**config.mk**
```make
export PLATFORM = sky130hd
export DESIGN_NAME = ssio_core
export DESIGN_NICKNAME = d
export VERILOG_FILES = /design/src/include/ssio_pkg.sv /design/src/hw/ssio_core.sv /design/src/hw/ssio_term_map.sv
export SDC_FILE = /design/constraint.sdc
export NUM_CORES = 1
export LEC_CHECK = 0
export ABC_AREA = 1
export BUFFER_PORTS_ARGS = -buffer_cell sky130_fd_sc_hd__buf_4
export CELL_PAD_IN_SITES_DETAIL_PLACEMENT = 1
export CELL_PAD_IN_SITES_GLOBAL_PLACEMENT = 1
export CORE_MARGIN = 2
export CORE_UTILIZATION = 40
export DETAILED_ROUTE_END_ITERATION = 10
export PLACE_DENSITY = 0.9
export SLEW_MARGIN = 5
export SYNTH_ARGS = -nofsm -noshare
export SYNTH_HDL_FRONTEND = slang
export SYNTH_HIERARCHICAL = 1
export SYNTH_SLANG_ARGS = --single-unit
```
**constraint.sdc**
```tcl
create_clock -name clock -period 4.85 [get_ports clock]
set_input_delay 0.97 -clock clock [delete_from_list [all_inputs] [get_ports clock]]
set_output_delay 0.97 -clock clock [all_outputs]
set_load 0.02 [all_outputs]
```
**src/include/ssio_pkg.sv**
```systemverilog
// shared constants and types for the servo status and sequence i/o block
package ssio_pkg;

    // ------------------------------------------------------------------
    // register bus geometry and byte offsets
    // ------------------------------------------------------------------
    localparam int ADDR_W = 8;
    localparam int DATA_W = 32;
    localparam logic [7:0] CTRL_ADDR = 8'h00;
    localparam logic [7:0] SPEED_THR_ADDR = 8'h04;
    localparam logic [7:0] OUT_ASSIGN_ADDR = 8'h08;
    localparam logic [7:0] STATUS_ADDR = 8'h0c;
    localparam logic [7:0] IRQ_STAT_ADDR = 8'h10;
    localparam logic [7:0] IRQ_MASK_ADDR = 8'h14;

    // ------------------------------------------------------------------
    // control register fields
    // ------------------------------------------------------------------
    localparam int MODE_W = 4;
    localparam int CTRL_MODE_LSB = 0;
    localparam int CTRL_PANEL_CLR_BIT = 4;
    localparam int TRAVEL_W = 4;
    localparam int CTRL_TRAVEL_LSB = 8;
    localparam int TRAVEL_FWD_DIS_DIGIT = 1;
    localparam int TRAVEL_REV_DIS_DIGIT = 2;
    localparam logic [MODE_W-1:0] MODE_RESET = 4'h0;
    localparam logic [MODE_W-1:0] MODE_ALT_LO = 4'h4;
    localparam logic [MODE_W-1:0] MODE_ALT_HI = 4'h6;
    localparam logic [TRAVEL_W-1:0] TRAVEL_RESET = 4'h0;

    // ------------------------------------------------------------------
    // speed threshold and output assignment
    // ------------------------------------------------------------------
    localparam int SPEED_W = 16;
    localparam logic [SPEED_W-1:0] SPEED_THR_RESET = 16'h0014;
    localparam int NUM_TERM = 3;
    localparam int CODE_W = 4;
    localparam logic [CODE_W-1:0] OUT_MOTION = 4'h1;
    localparam logic [CODE_W-1:0] OUT_READY = 4'h2;
    localparam logic [CODE_W-1:0] OUT_INDEX = 4'h5;
    localparam logic [CODE_W-1:0] OUT_TRAVEL = 4'h6;
    localparam logic [NUM_TERM*CODE_W-1:0] OUT_ASSIGN_RESET = 12'h021;

    // ------------------------------------------------------------------
    // status and interrupt bit positions
    // ------------------------------------------------------------------
    localparam int ST_W = 6;
    localparam int ST_FAULT = 0;
    localparam int ST_MOTION = 1;
    localparam int ST_READY = 2;
    localparam int ST_INDEX = 3;
    localparam int ST_TRAVEL = 4;
    localparam int ST_ALT_MODE = 5;
    localparam int IRQ_W = 4;
    localparam int IRQ_FAULT_SET = 0;
    localparam int IRQ_FAULT_CLR = 1;
    localparam int IRQ_MOTION = 2;
    localparam int IRQ_TRAVEL = 3;
    localparam logic [IRQ_W-1:0] IRQ_MASK_RESET = 4'h0;

    // fault latch states
    typedef enum logic [0:0] {
        SSIO_NORMAL = 1'b0,
        SSIO_LATCHED = 1'b1
    } ssio_fault_t;

endpackage

```
**src/hw/ssio_core.sv**
```systemverilog
// servo drive sequence input and status output logic with register port
//
// The implementer's own choices: the register addresses and strobed register access.
`timescale 1ns/1ns
module ssio_core (
    input wire logic clock,
    input wire logic reset_n,
    // register port
    input wire logic [ssio_pkg::ADDR_W-1:0] addr,
    input wire logic [ssio_pkg::DATA_W-1:0] wr_data,
    input wire logic wr_en,
    input wire logic rd_en,
    output logic [ssio_pkg::DATA_W-1:0] rd_data,
    output logic irq,
    // sequence inputs from the host
    input wire logic fwd_torque_select_in_n,
    input wire logic rev_torque_select_in_n,
    input wire logic fault_clear_input_n,
    input wire logic forward_stop_input,
    input wire logic reverse_stop_input,
    // drive internal state
    input wire logic fault_detect,
    input wire logic [ssio_pkg::SPEED_W-1:0] motor_speed,
    input wire logic servo_on_cmd,
    input wire logic prep_done,
    input wire logic main_power_ok,
    input wire logic encoder_index,
    // status outputs
    output logic alt_mode_active,
    output logic fault_output_n,
    output logic motion_detect_output_n,
    output logic drive_ready_output_n,
    output logic index_pulse_output_n,
    output logic travel_limit_output_n,
    output logic [ssio_pkg::NUM_TERM-1:0] term_out_n
);

    // ------------------------------------------------------------------
    // software visible registers
    // ------------------------------------------------------------------
    logic [ssio_pkg::MODE_W-1:0] mode_combination_setting_reg;
    logic [ssio_pkg::TRAVEL_W-1:0] travel_stop_config_reg;
    logic [ssio_pkg::SPEED_W-1:0] speed_threshold_setting_reg;
    logic [ssio_pkg::NUM_TERM*ssio_pkg::CODE_W-1:0] output_assignment_setting_reg;
    logic [ssio_pkg::IRQ_W-1:0] irq_stat_reg;
    logic [ssio_pkg::IRQ_W-1:0] irq_stat_next;
    logic [ssio_pkg::IRQ_W-1:0] irq_mask_reg;
    logic panel_clear_reg;
    logic [ssio_pkg::DATA_W-1:0] rd_data_reg;
    logic irq_reg;

    // ------------------------------------------------------------------
    // status state
    // ------------------------------------------------------------------
    ssio_pkg::ssio_fault_t fault_reg;
    ssio_pkg::ssio_fault_t fault_next;
    logic alt_mode_reg;
    logic fault_out_reg;
    logic motion_reg;
    logic ready_reg;
    logic index_reg;
    logic travel_reg;
    logic travel_prev_reg;
    logic motion_prev_reg;

    // ------------------------------------------------------------------
    // address decode
    // ------------------------------------------------------------------
    wire sel_ctrl;
    wire sel_speed;
    wire sel_assign;
    wire sel_status;
    wire sel_irq_stat;
    wire sel_irq_mask;

    assign sel_ctrl = (addr == ssio_pkg::CTRL_ADDR);
    assign sel_speed = (addr == ssio_pkg::SPEED_THR_ADDR);
    assign sel_assign = (addr == ssio_pkg::OUT_ASSIGN_ADDR);
    assign sel_status = (addr == ssio_pkg::STATUS_ADDR);
    assign sel_irq_stat = (addr == ssio_pkg::IRQ_STAT_ADDR);
    assign sel_irq_mask = (addr == ssio_pkg::IRQ_MASK_ADDR);

    // ------------------------------------------------------------------
    // control mode switching
    // ------------------------------------------------------------------
    wire mode_in_range;
    wire alt_mode_next;

    // only the combinations with a contact-reference speed side switch here
    assign mode_in_range = (mode_combination_setting_reg >= ssio_pkg::MODE_ALT_LO) &&
                           (mode_combination_setting_reg <= ssio_pkg::MODE_ALT_HI);
    assign alt_mode_next = mode_in_range && fwd_torque_select_in_n &&
                           rev_torque_select_in_n;

    // ------------------------------------------------------------------
    // fault latch
    // ------------------------------------------------------------------
    wire fault_clear_req;

    // the terminal and the panel clear share one path
    assign fault_clear_req = !fault_clear_input_n || panel_clear_reg;

    // detection wins over a clear; a live cause cannot be wiped away
    always_comb
    begin
        case (fault_reg)
            ssio_pkg::SSIO_NORMAL:
                fault_next = fault_detect ? ssio_pkg::SSIO_LATCHED : ssio_pkg::SSIO_NORMAL;
            ssio_pkg::SSIO_LATCHED:
                fault_next = (fault_clear_req && !fault_detect) ?
                             ssio_pkg::SSIO_NORMAL : ssio_pkg::SSIO_LATCHED;
            default:
                fault_next = ssio_pkg::SSIO_LATCHED;
        endcase
    end

    wire fault_active;
    assign fault_active = (fault_reg == ssio_pkg::SSIO_LATCHED);

    // power-up leaves the latch empty without any clear activity
    always_ff @(posedge clock or negedge reset_n)
    begin
        if (!reset_n)
            fault_reg <= ssio_pkg::SSIO_NORMAL;
        else
            fault_reg <= fault_next;
    end

    // ------------------------------------------------------------------
    // motion detect, ready, index and overtravel
    // ------------------------------------------------------------------
    wire motion_next;
    wire ready_next;
    wire fwd_stop_used;
    wire rev_stop_used;
    wire travel_next;

    // equal speed counts as standing still
    assign motion_next = (motor_speed > speed_threshold_setting_reg);
    assign ready_next = servo_on_cmd && prep_done && main_power_ok &&
                        (fault_next == ssio_pkg::SSIO_NORMAL);
    assign fwd_stop_used = forward_stop_input &&
                           !travel_stop_config_reg[ssio_pkg::TRAVEL_FWD_DIS_DIGIT];
    assign rev_stop_used = reverse_stop_input &&
                           !travel_stop_config_reg[ssio_pkg::TRAVEL_REV_DIS_DIGIT];
    // with both inputs disabled this is constantly zero, output stays on
    assign travel_next = fwd_stop_used || rev_stop_used;

    // status flops; the six dedicated pin levels below are taken from these, the terminals have flops of their own
    always_ff @(posedge clock or negedge reset_n)
    begin
        if (!reset_n)
        begin
            alt_mode_reg <= 1'b0;
            fault_out_reg <= 1'b0;
            motion_reg <= 1'b0;
            ready_reg <= 1'b0;
            index_reg <= 1'b0;
            travel_reg <= 1'b0;
            travel_prev_reg <= 1'b0;
            motion_prev_reg <= 1'b0;
        end
        else
        begin
            alt_mode_reg <= alt_mode_next;
            fault_out_reg <= (fault_next == ssio_pkg::SSIO_LATCHED);
            motion_reg <= motion_next;
            ready_reg <= ready_next;
            index_reg <= encoder_index;
            travel_reg <= travel_next;
            travel_prev_reg <= travel_reg;
            motion_prev_reg <= motion_reg;
        end
    end

    // active-low pins except alt_mode_active, OFF (high) for fault/not ready/not moving
    assign alt_mode_active = alt_mode_reg;
    assign fault_output_n = fault_out_reg;
    assign motion_detect_output_n = !motion_reg;
    assign drive_ready_output_n = !ready_reg;
    assign index_pulse_output_n = !index_reg;
    assign travel_limit_output_n = travel_reg;

    // ------------------------------------------------------------------
    // terminal assignment
    // ------------------------------------------------------------------
    // index width follows the encoder directly, so it shrinks with speed
    ssio_term_map u_term_map (
        .clock(clock),
        .reset_n(reset_n),
        .assign_codes(output_assignment_setting_reg),
        .motion_n(!motion_next),
        .ready_n(!ready_next),
        .index_n(!encoder_index),
        .travel_n(travel_next),
        .term_out_n(term_out_n)
    );

    // ------------------------------------------------------------------
    // interrupt events
    // ------------------------------------------------------------------
    wire [ssio_pkg::IRQ_W-1:0] irq_events;
    wire irq_stat_rd;

    assign irq_events[ssio_pkg::IRQ_FAULT_SET] = !fault_active &&
                                                (fault_next == ssio_pkg::SSIO_LATCHED);
    assign irq_events[ssio_pkg::IRQ_FAULT_CLR] = fault_active &&
                                                (fault_next == ssio_pkg::SSIO_NORMAL);
    assign irq_events[ssio_pkg::IRQ_MOTION] = motion_reg != motion_prev_reg;
    assign irq_events[ssio_pkg::IRQ_TRAVEL] = travel_reg && !travel_prev_reg;
    assign irq_stat_rd = rd_en && sel_irq_stat;

    // a read clears, but an event in that same cycle survives it
    assign irq_stat_next = (irq_stat_rd ? {ssio_pkg::IRQ_W{1'b0}} : irq_stat_reg) |
                           irq_events;

    // ------------------------------------------------------------------
    // register writes
    // ------------------------------------------------------------------
    // settings written here act on the next cycle, no restart needed
    always_ff @(posedge clock or negedge reset_n)
    begin
        if (!reset_n)
        begin
            mode_combination_setting_reg <= ssio_pkg::MODE_RESET;
            travel_stop_config_reg <= ssio_pkg::TRAVEL_RESET;
            speed_threshold_setting_reg <= ssio_pkg::SPEED_THR_RESET;
            output_assignment_setting_reg <= ssio_pkg::OUT_ASSIGN_RESET;
            irq_mask_reg <= ssio_pkg::IRQ_MASK_RESET;
        end
        else if (wr_en)
        begin
            if (sel_ctrl)
            begin
                mode_combination_setting_reg <=
                    wr_data[ssio_pkg::CTRL_MODE_LSB +: ssio_pkg::MODE_W];
                travel_stop_config_reg <=
                    wr_data[ssio_pkg::CTRL_TRAVEL_LSB +: ssio_pkg::TRAVEL_W];
            end
            if (sel_speed)
                speed_threshold_setting_reg <= wr_data[ssio_pkg::SPEED_W-1:0];
            if (sel_assign)
                output_assignment_setting_reg <=
                    wr_data[ssio_pkg::NUM_TERM*ssio_pkg::CODE_W-1:0];
            if (sel_irq_mask)
                irq_mask_reg <= wr_data[ssio_pkg::IRQ_W-1:0];
        end
    end

    // panel clear is a one-cycle pulse, the bit never reads back
    always_ff @(posedge clock or negedge reset_n)
    begin
        if (!reset_n)
            panel_clear_reg <= 1'b0;
        else
            panel_clear_reg <= wr_en && sel_ctrl &&
                               wr_data[ssio_pkg::CTRL_PANEL_CLR_BIT];
    end

    // ------------------------------------------------------------------
    // read data mux
    // ------------------------------------------------------------------
    wire [ssio_pkg::DATA_W-1:0] ctrl_word;
    wire [ssio_pkg::DATA_W-1:0] status_word;
    wire [ssio_pkg::DATA_W-1:0] rd_mux;
    wire [ssio_pkg::ST_W-1:0] status_bits;

    assign ctrl_word = {{(ssio_pkg::DATA_W-ssio_pkg::CTRL_TRAVEL_LSB-ssio_pkg::TRAVEL_W){1'b0}},
                        travel_stop_config_reg,
                        {(ssio_pkg::CTRL_TRAVEL_LSB-ssio_pkg::MODE_W){1'b0}},
                        mode_combination_setting_reg};

    // panel display reads the same live status, motion included
    assign status_bits[ssio_pkg::ST_FAULT] = fault_active;
    assign status_bits[ssio_pkg::ST_MOTION] = motion_reg;
    assign status_bits[ssio_pkg::ST_READY] = ready_reg;
    assign status_bits[ssio_pkg::ST_INDEX] = index_reg;
    assign status_bits[ssio_pkg::ST_TRAVEL] = travel_reg;
    assign status_bits[ssio_pkg::ST_ALT_MODE] = alt_mode_reg;
    assign status_word = {{(ssio_pkg::DATA_W-ssio_pkg::ST_W){1'b0}}, status_bits};

    // unmapped addresses read as zero
    assign rd_mux =
        sel_ctrl ? ctrl_word :
        sel_speed ? {{(ssio_pkg::DATA_W-ssio_pkg::SPEED_W){1'b0}},
                     speed_threshold_setting_reg} :
        sel_assign ? {{(ssio_pkg::DATA_W-ssio_pkg::NUM_TERM*ssio_pkg::CODE_W){1'b0}},
                      output_assignment_setting_reg} :
        sel_status ? status_word :
        sel_irq_stat ? {{(ssio_pkg::DATA_W-ssio_pkg::IRQ_W){1'b0}}, irq_stat_reg} :
        sel_irq_mask ? {{(ssio_pkg::DATA_W-ssio_pkg::IRQ_W){1'b0}}, irq_mask_reg} :
        {ssio_pkg::DATA_W{1'b0}};

    // read data stands only in the cycle after the strobe
    always_ff @(posedge clock or negedge reset_n)
    begin
        if (!reset_n)
            rd_data_reg <= {ssio_pkg::DATA_W{1'b0}};
        else if (rd_en)
            rd_data_reg <= rd_mux;
        else
            rd_data_reg <= {ssio_pkg::DATA_W{1'b0}};
    end

    // sticky status and the level interrupt
    always_ff @(posedge clock or negedge reset_n)
    begin
        if (!reset_n)
        begin
            irq_stat_reg <= {ssio_pkg::IRQ_W{1'b0}};
            irq_reg <= 1'b0;
        end
        else
        begin
            irq_stat_reg <= irq_stat_next;
            irq_reg <= |(irq_stat_next & irq_mask_reg);
        end
    end

    assign rd_data = rd_data_reg;
    assign irq = irq_reg;

endmodule

```
**src/hw/ssio_term_map.sv**
```systemverilog
// routes the selectable active-low status signals onto output terminals
`timescale 1ns/1ns
module ssio_term_map (
    input wire logic clock,
    input wire logic reset_n,
    input wire logic [ssio_pkg::NUM_TERM*ssio_pkg::CODE_W-1:0] assign_codes,
    input wire logic motion_n,
    input wire logic ready_n,
    input wire logic index_n,
    input wire logic travel_n,
    output logic [ssio_pkg::NUM_TERM-1:0] term_out_n
);

    // ------------------------------------------------------------------
    // per terminal selection
    // ------------------------------------------------------------------
    genvar t;
    generate
        for (t = 0; t < ssio_pkg::NUM_TERM; t = t + 1)
        begin : g_term
            wire [ssio_pkg::CODE_W-1:0] code;
            wire sel_n;
            assign code = assign_codes[t*ssio_pkg::CODE_W +: ssio_pkg::CODE_W];
            // unknown or unsupported codes park the terminal in its OFF level
            assign sel_n = (code == ssio_pkg::OUT_MOTION) ? motion_n :
                           (code == ssio_pkg::OUT_READY) ? ready_n :
                           (code == ssio_pkg::OUT_INDEX) ? index_n :
                           (code == ssio_pkg::OUT_TRAVEL) ? travel_n : 1'b1;

            // terminals come off a flop so they never glitch on code writes
            always_ff @(posedge clock or negedge reset_n)
            begin
                if (!reset_n)
                    term_out_n[t] <= 1'b1;
                else
                    term_out_n[t] <= sel_n;
            end
        end
    endgenerate

endmodule

```
==> run metrics <==
crit path time final 2.36 ns; hold wc startpoint mode_combination_setting_reg[1]; ranking of synthesized cells by area dfrtp_1 (42%), nand2_1 (9.4%), inv_1 (6.9%); worst reg2reg path depth 15; Worst path slowest cell nand2_2; fmax 424 MHz; # fillers 1201; Via Count 3373; maximum clock path buffer count 2; final wirelength 11000 um; post-synth cell types 36; max_cap viols 0; Syn Area/Cell 8.59 um2; Fin Clk Skew 0.00981 ns; Syn Std Cell Area 3920 um2; CTS tree built; port bufs 79; total track usage 0.223; static leakage 2.45 nW; first-pass GRT wire length 17700 um; post-DR vias/cell 5.00; part of the cycle the worst path needs 0.486; later-pin clock latency in the skew report 0.36 ns; pin count of the biggest net entering global routing 74; Async SR Flop Fraction 1.00; Area growth syn-to-layout 20.5%; R2R setup slack 2.93 ns; Final HPWL DP 8100 um; Yosys top cell area share 0.422; crit path max fanout 32; final total power 1.31 mW; most frequent CP cell nand2_2; WHS Path Cells 1; Setup crit end kind register; RSZ-0062 raised after global routing no; Post-DRT Antenna Nets 0; met2 Track Usage GR 0.395; vias in the first global route 3623; Max IR drop VDD 0.133 mV; crit-path cells buf_4 > inv_1 > nand2_2 > nor2_8 > nand2_4 > clkinv_2 > nand2_2 > nor2_1 > a21oi_2; root buffer cell clkbuf_8; top_reg_cell synth dfrtp_1; initial antenna violation count 0; gr ovfl total 0; status complete, no violations; ant diodes 0; post-cts gate resize count 0; FF-to-FF Start speed_threshold_setting_reg[2]; power per standard cell area 278 nW/um2; initial detailed-routing violation count 157; Placer Congestion 0.852; Slew HR 0.366; CP max stage delay 0.42 ns; Starting Density 0.406; worst reg2reg endpoint u_term_map/term_out_n[0]; clock slew at reported path FFs 0.08 ns; post-CTS setup repair buffer count 0; Synth Instances 456; Yosys top cell by area dfrtp_1; synth cell count leaders nand2_1 (98), inv_1 (72), dfrtp_1 (66); final hold vios 0; Synth Register Bits 73; hold buffer count at CTS 0; setup violators final 0; Max Slew Vio Count 0; grt peak-use layer met2; # IOs 112; synth warn 6; CTS HTree Levels 3; CP arrival 2.58 ns; Worst Hold Slack 0.483 ns; drt wl/cell 16.3 um; DRC 0; die area 10600 um2; Worst Path Required 5.07 ns; Crit Path Class input pin to register; Final nets 622; most common cell in the netlist nand2_1; Initial DRT Pass Iterations 4; sequential fraction of the synthesis area 0.469; fraction of layout cells with a size suffix above 1 0.272; Worst-Margin Slew 0.951 ns; Startpoint Class input pin; DIE HEIGHT 103 um; clk sinks 73; worst min-delay path class register to register; Core Footprint 9640 um2; Worst Hold End alt_mode_active; Post-synth EDFFs 0; row count 36; Fin Setup TNS 0 ns; CTS Buf Count 9; GRT met1 Usage 0.262; M3 GR Usage 0.0292; Chip Width 103 um
stage by stage:
stage / instances / setup slack (ns) / area, um2 / util
3_3_place_gp: 658 / 2.16 / 4530 / 0.470
4_1_cts: 674 / 2.47 / 4720 / 0.489
6_report: 674 / 2.49 / 4720 / 0.489
2_1_floorplan: 471 / 2.79 / 3970 / -
3_5_place_dp: 658 / 2.10 / 4530 / 0.470
5_1_grt: 674 / 2.29 / 4720 / 0.489
layout make-up:
type / count / area (um2) / area share
clock buffers: 13 / 149 / 0.0316
clock inverters: 3 / 40.0 / 0.00849
inverters: 79 / 305 / 0.0647
multi-input cells: 294 / 1630 / 0.345
flip-flops and latches: 73 / 1840 / 0.389
well taps: 133 / 166 / 0.0353
repair buffers: 79 / 593 / 0.126
worst max-delay path: cells and delay by family:
kind | cells | cell delay, ns
simple gates | 5 | 1.15
buf+inv | 3 | 0.40
compound gates | 1 | 0.05
metal layers:
metal  share of wire  up-vias
met1            0.39     1664
met4           0.030        0
met2            0.53      121
met3           0.051       26
li1                -     1562
met5               0        -
where the power goes:
part           switching, mW  internal [mW]  leakage (nW)  total, mW
clock network          0.230          0.251        0.0974      0.481
logic                  0.108         0.0695          1.42      0.178
registers             0.0189          0.634         0.933      0.653
total                  0.357          0.954          2.45       1.31
cells in the final DEF (no fill, tap or decap), drive strengths merged, types with 2 or more instances in the layout:
master and instances:
nand2 107, buf 79, inv 78, dfrtp 66
o21ai 45, nor2 35, nand3 29, a21oi 26
ha 16, conb 16, clkbuf 13, dfstp 7
o21a 5, nor3 4, clkinv 3, o211ai 2
a31oi 2
kinds of logic (layout without fill, tap and decap cells):
family / after synthesis / count (layout) / share of synthesized area
buffers and inverters: 104 / 174 / 0.129
AO/OA/AOI/OAI: 84 / 84 / 0.141
AND/OR/NAND/NOR: 177 / 177 / 0.207
XOR/XNOR: 1 / 1 / 0.00224
flip-flops: 73 / 73 / 0.469
other: 1 / 16 / 0.000958
adder cells (fa/ha/maj): 16 / 16 / 0.0511
how the worst max path moves through the flow:
| stage | startpoint | end |
|---|---|---|
| after global placement | addr[5] | speed_threshold_setting_reg[13] |
| after detailed placement | addr[5] | speed_threshold_setting_reg[13] |
| after global routing | addr[5] | speed_threshold_setting_reg[13] |
| after floorplan | motor_speed[1] | u_term_map/term_out_n[0] |
| final | addr[5] | speed_threshold_setting_reg[13] |
| after CTS | addr[5] | speed_threshold_setting_reg[13] |
No activity file was read; power rests on OpenSTA's default activity.
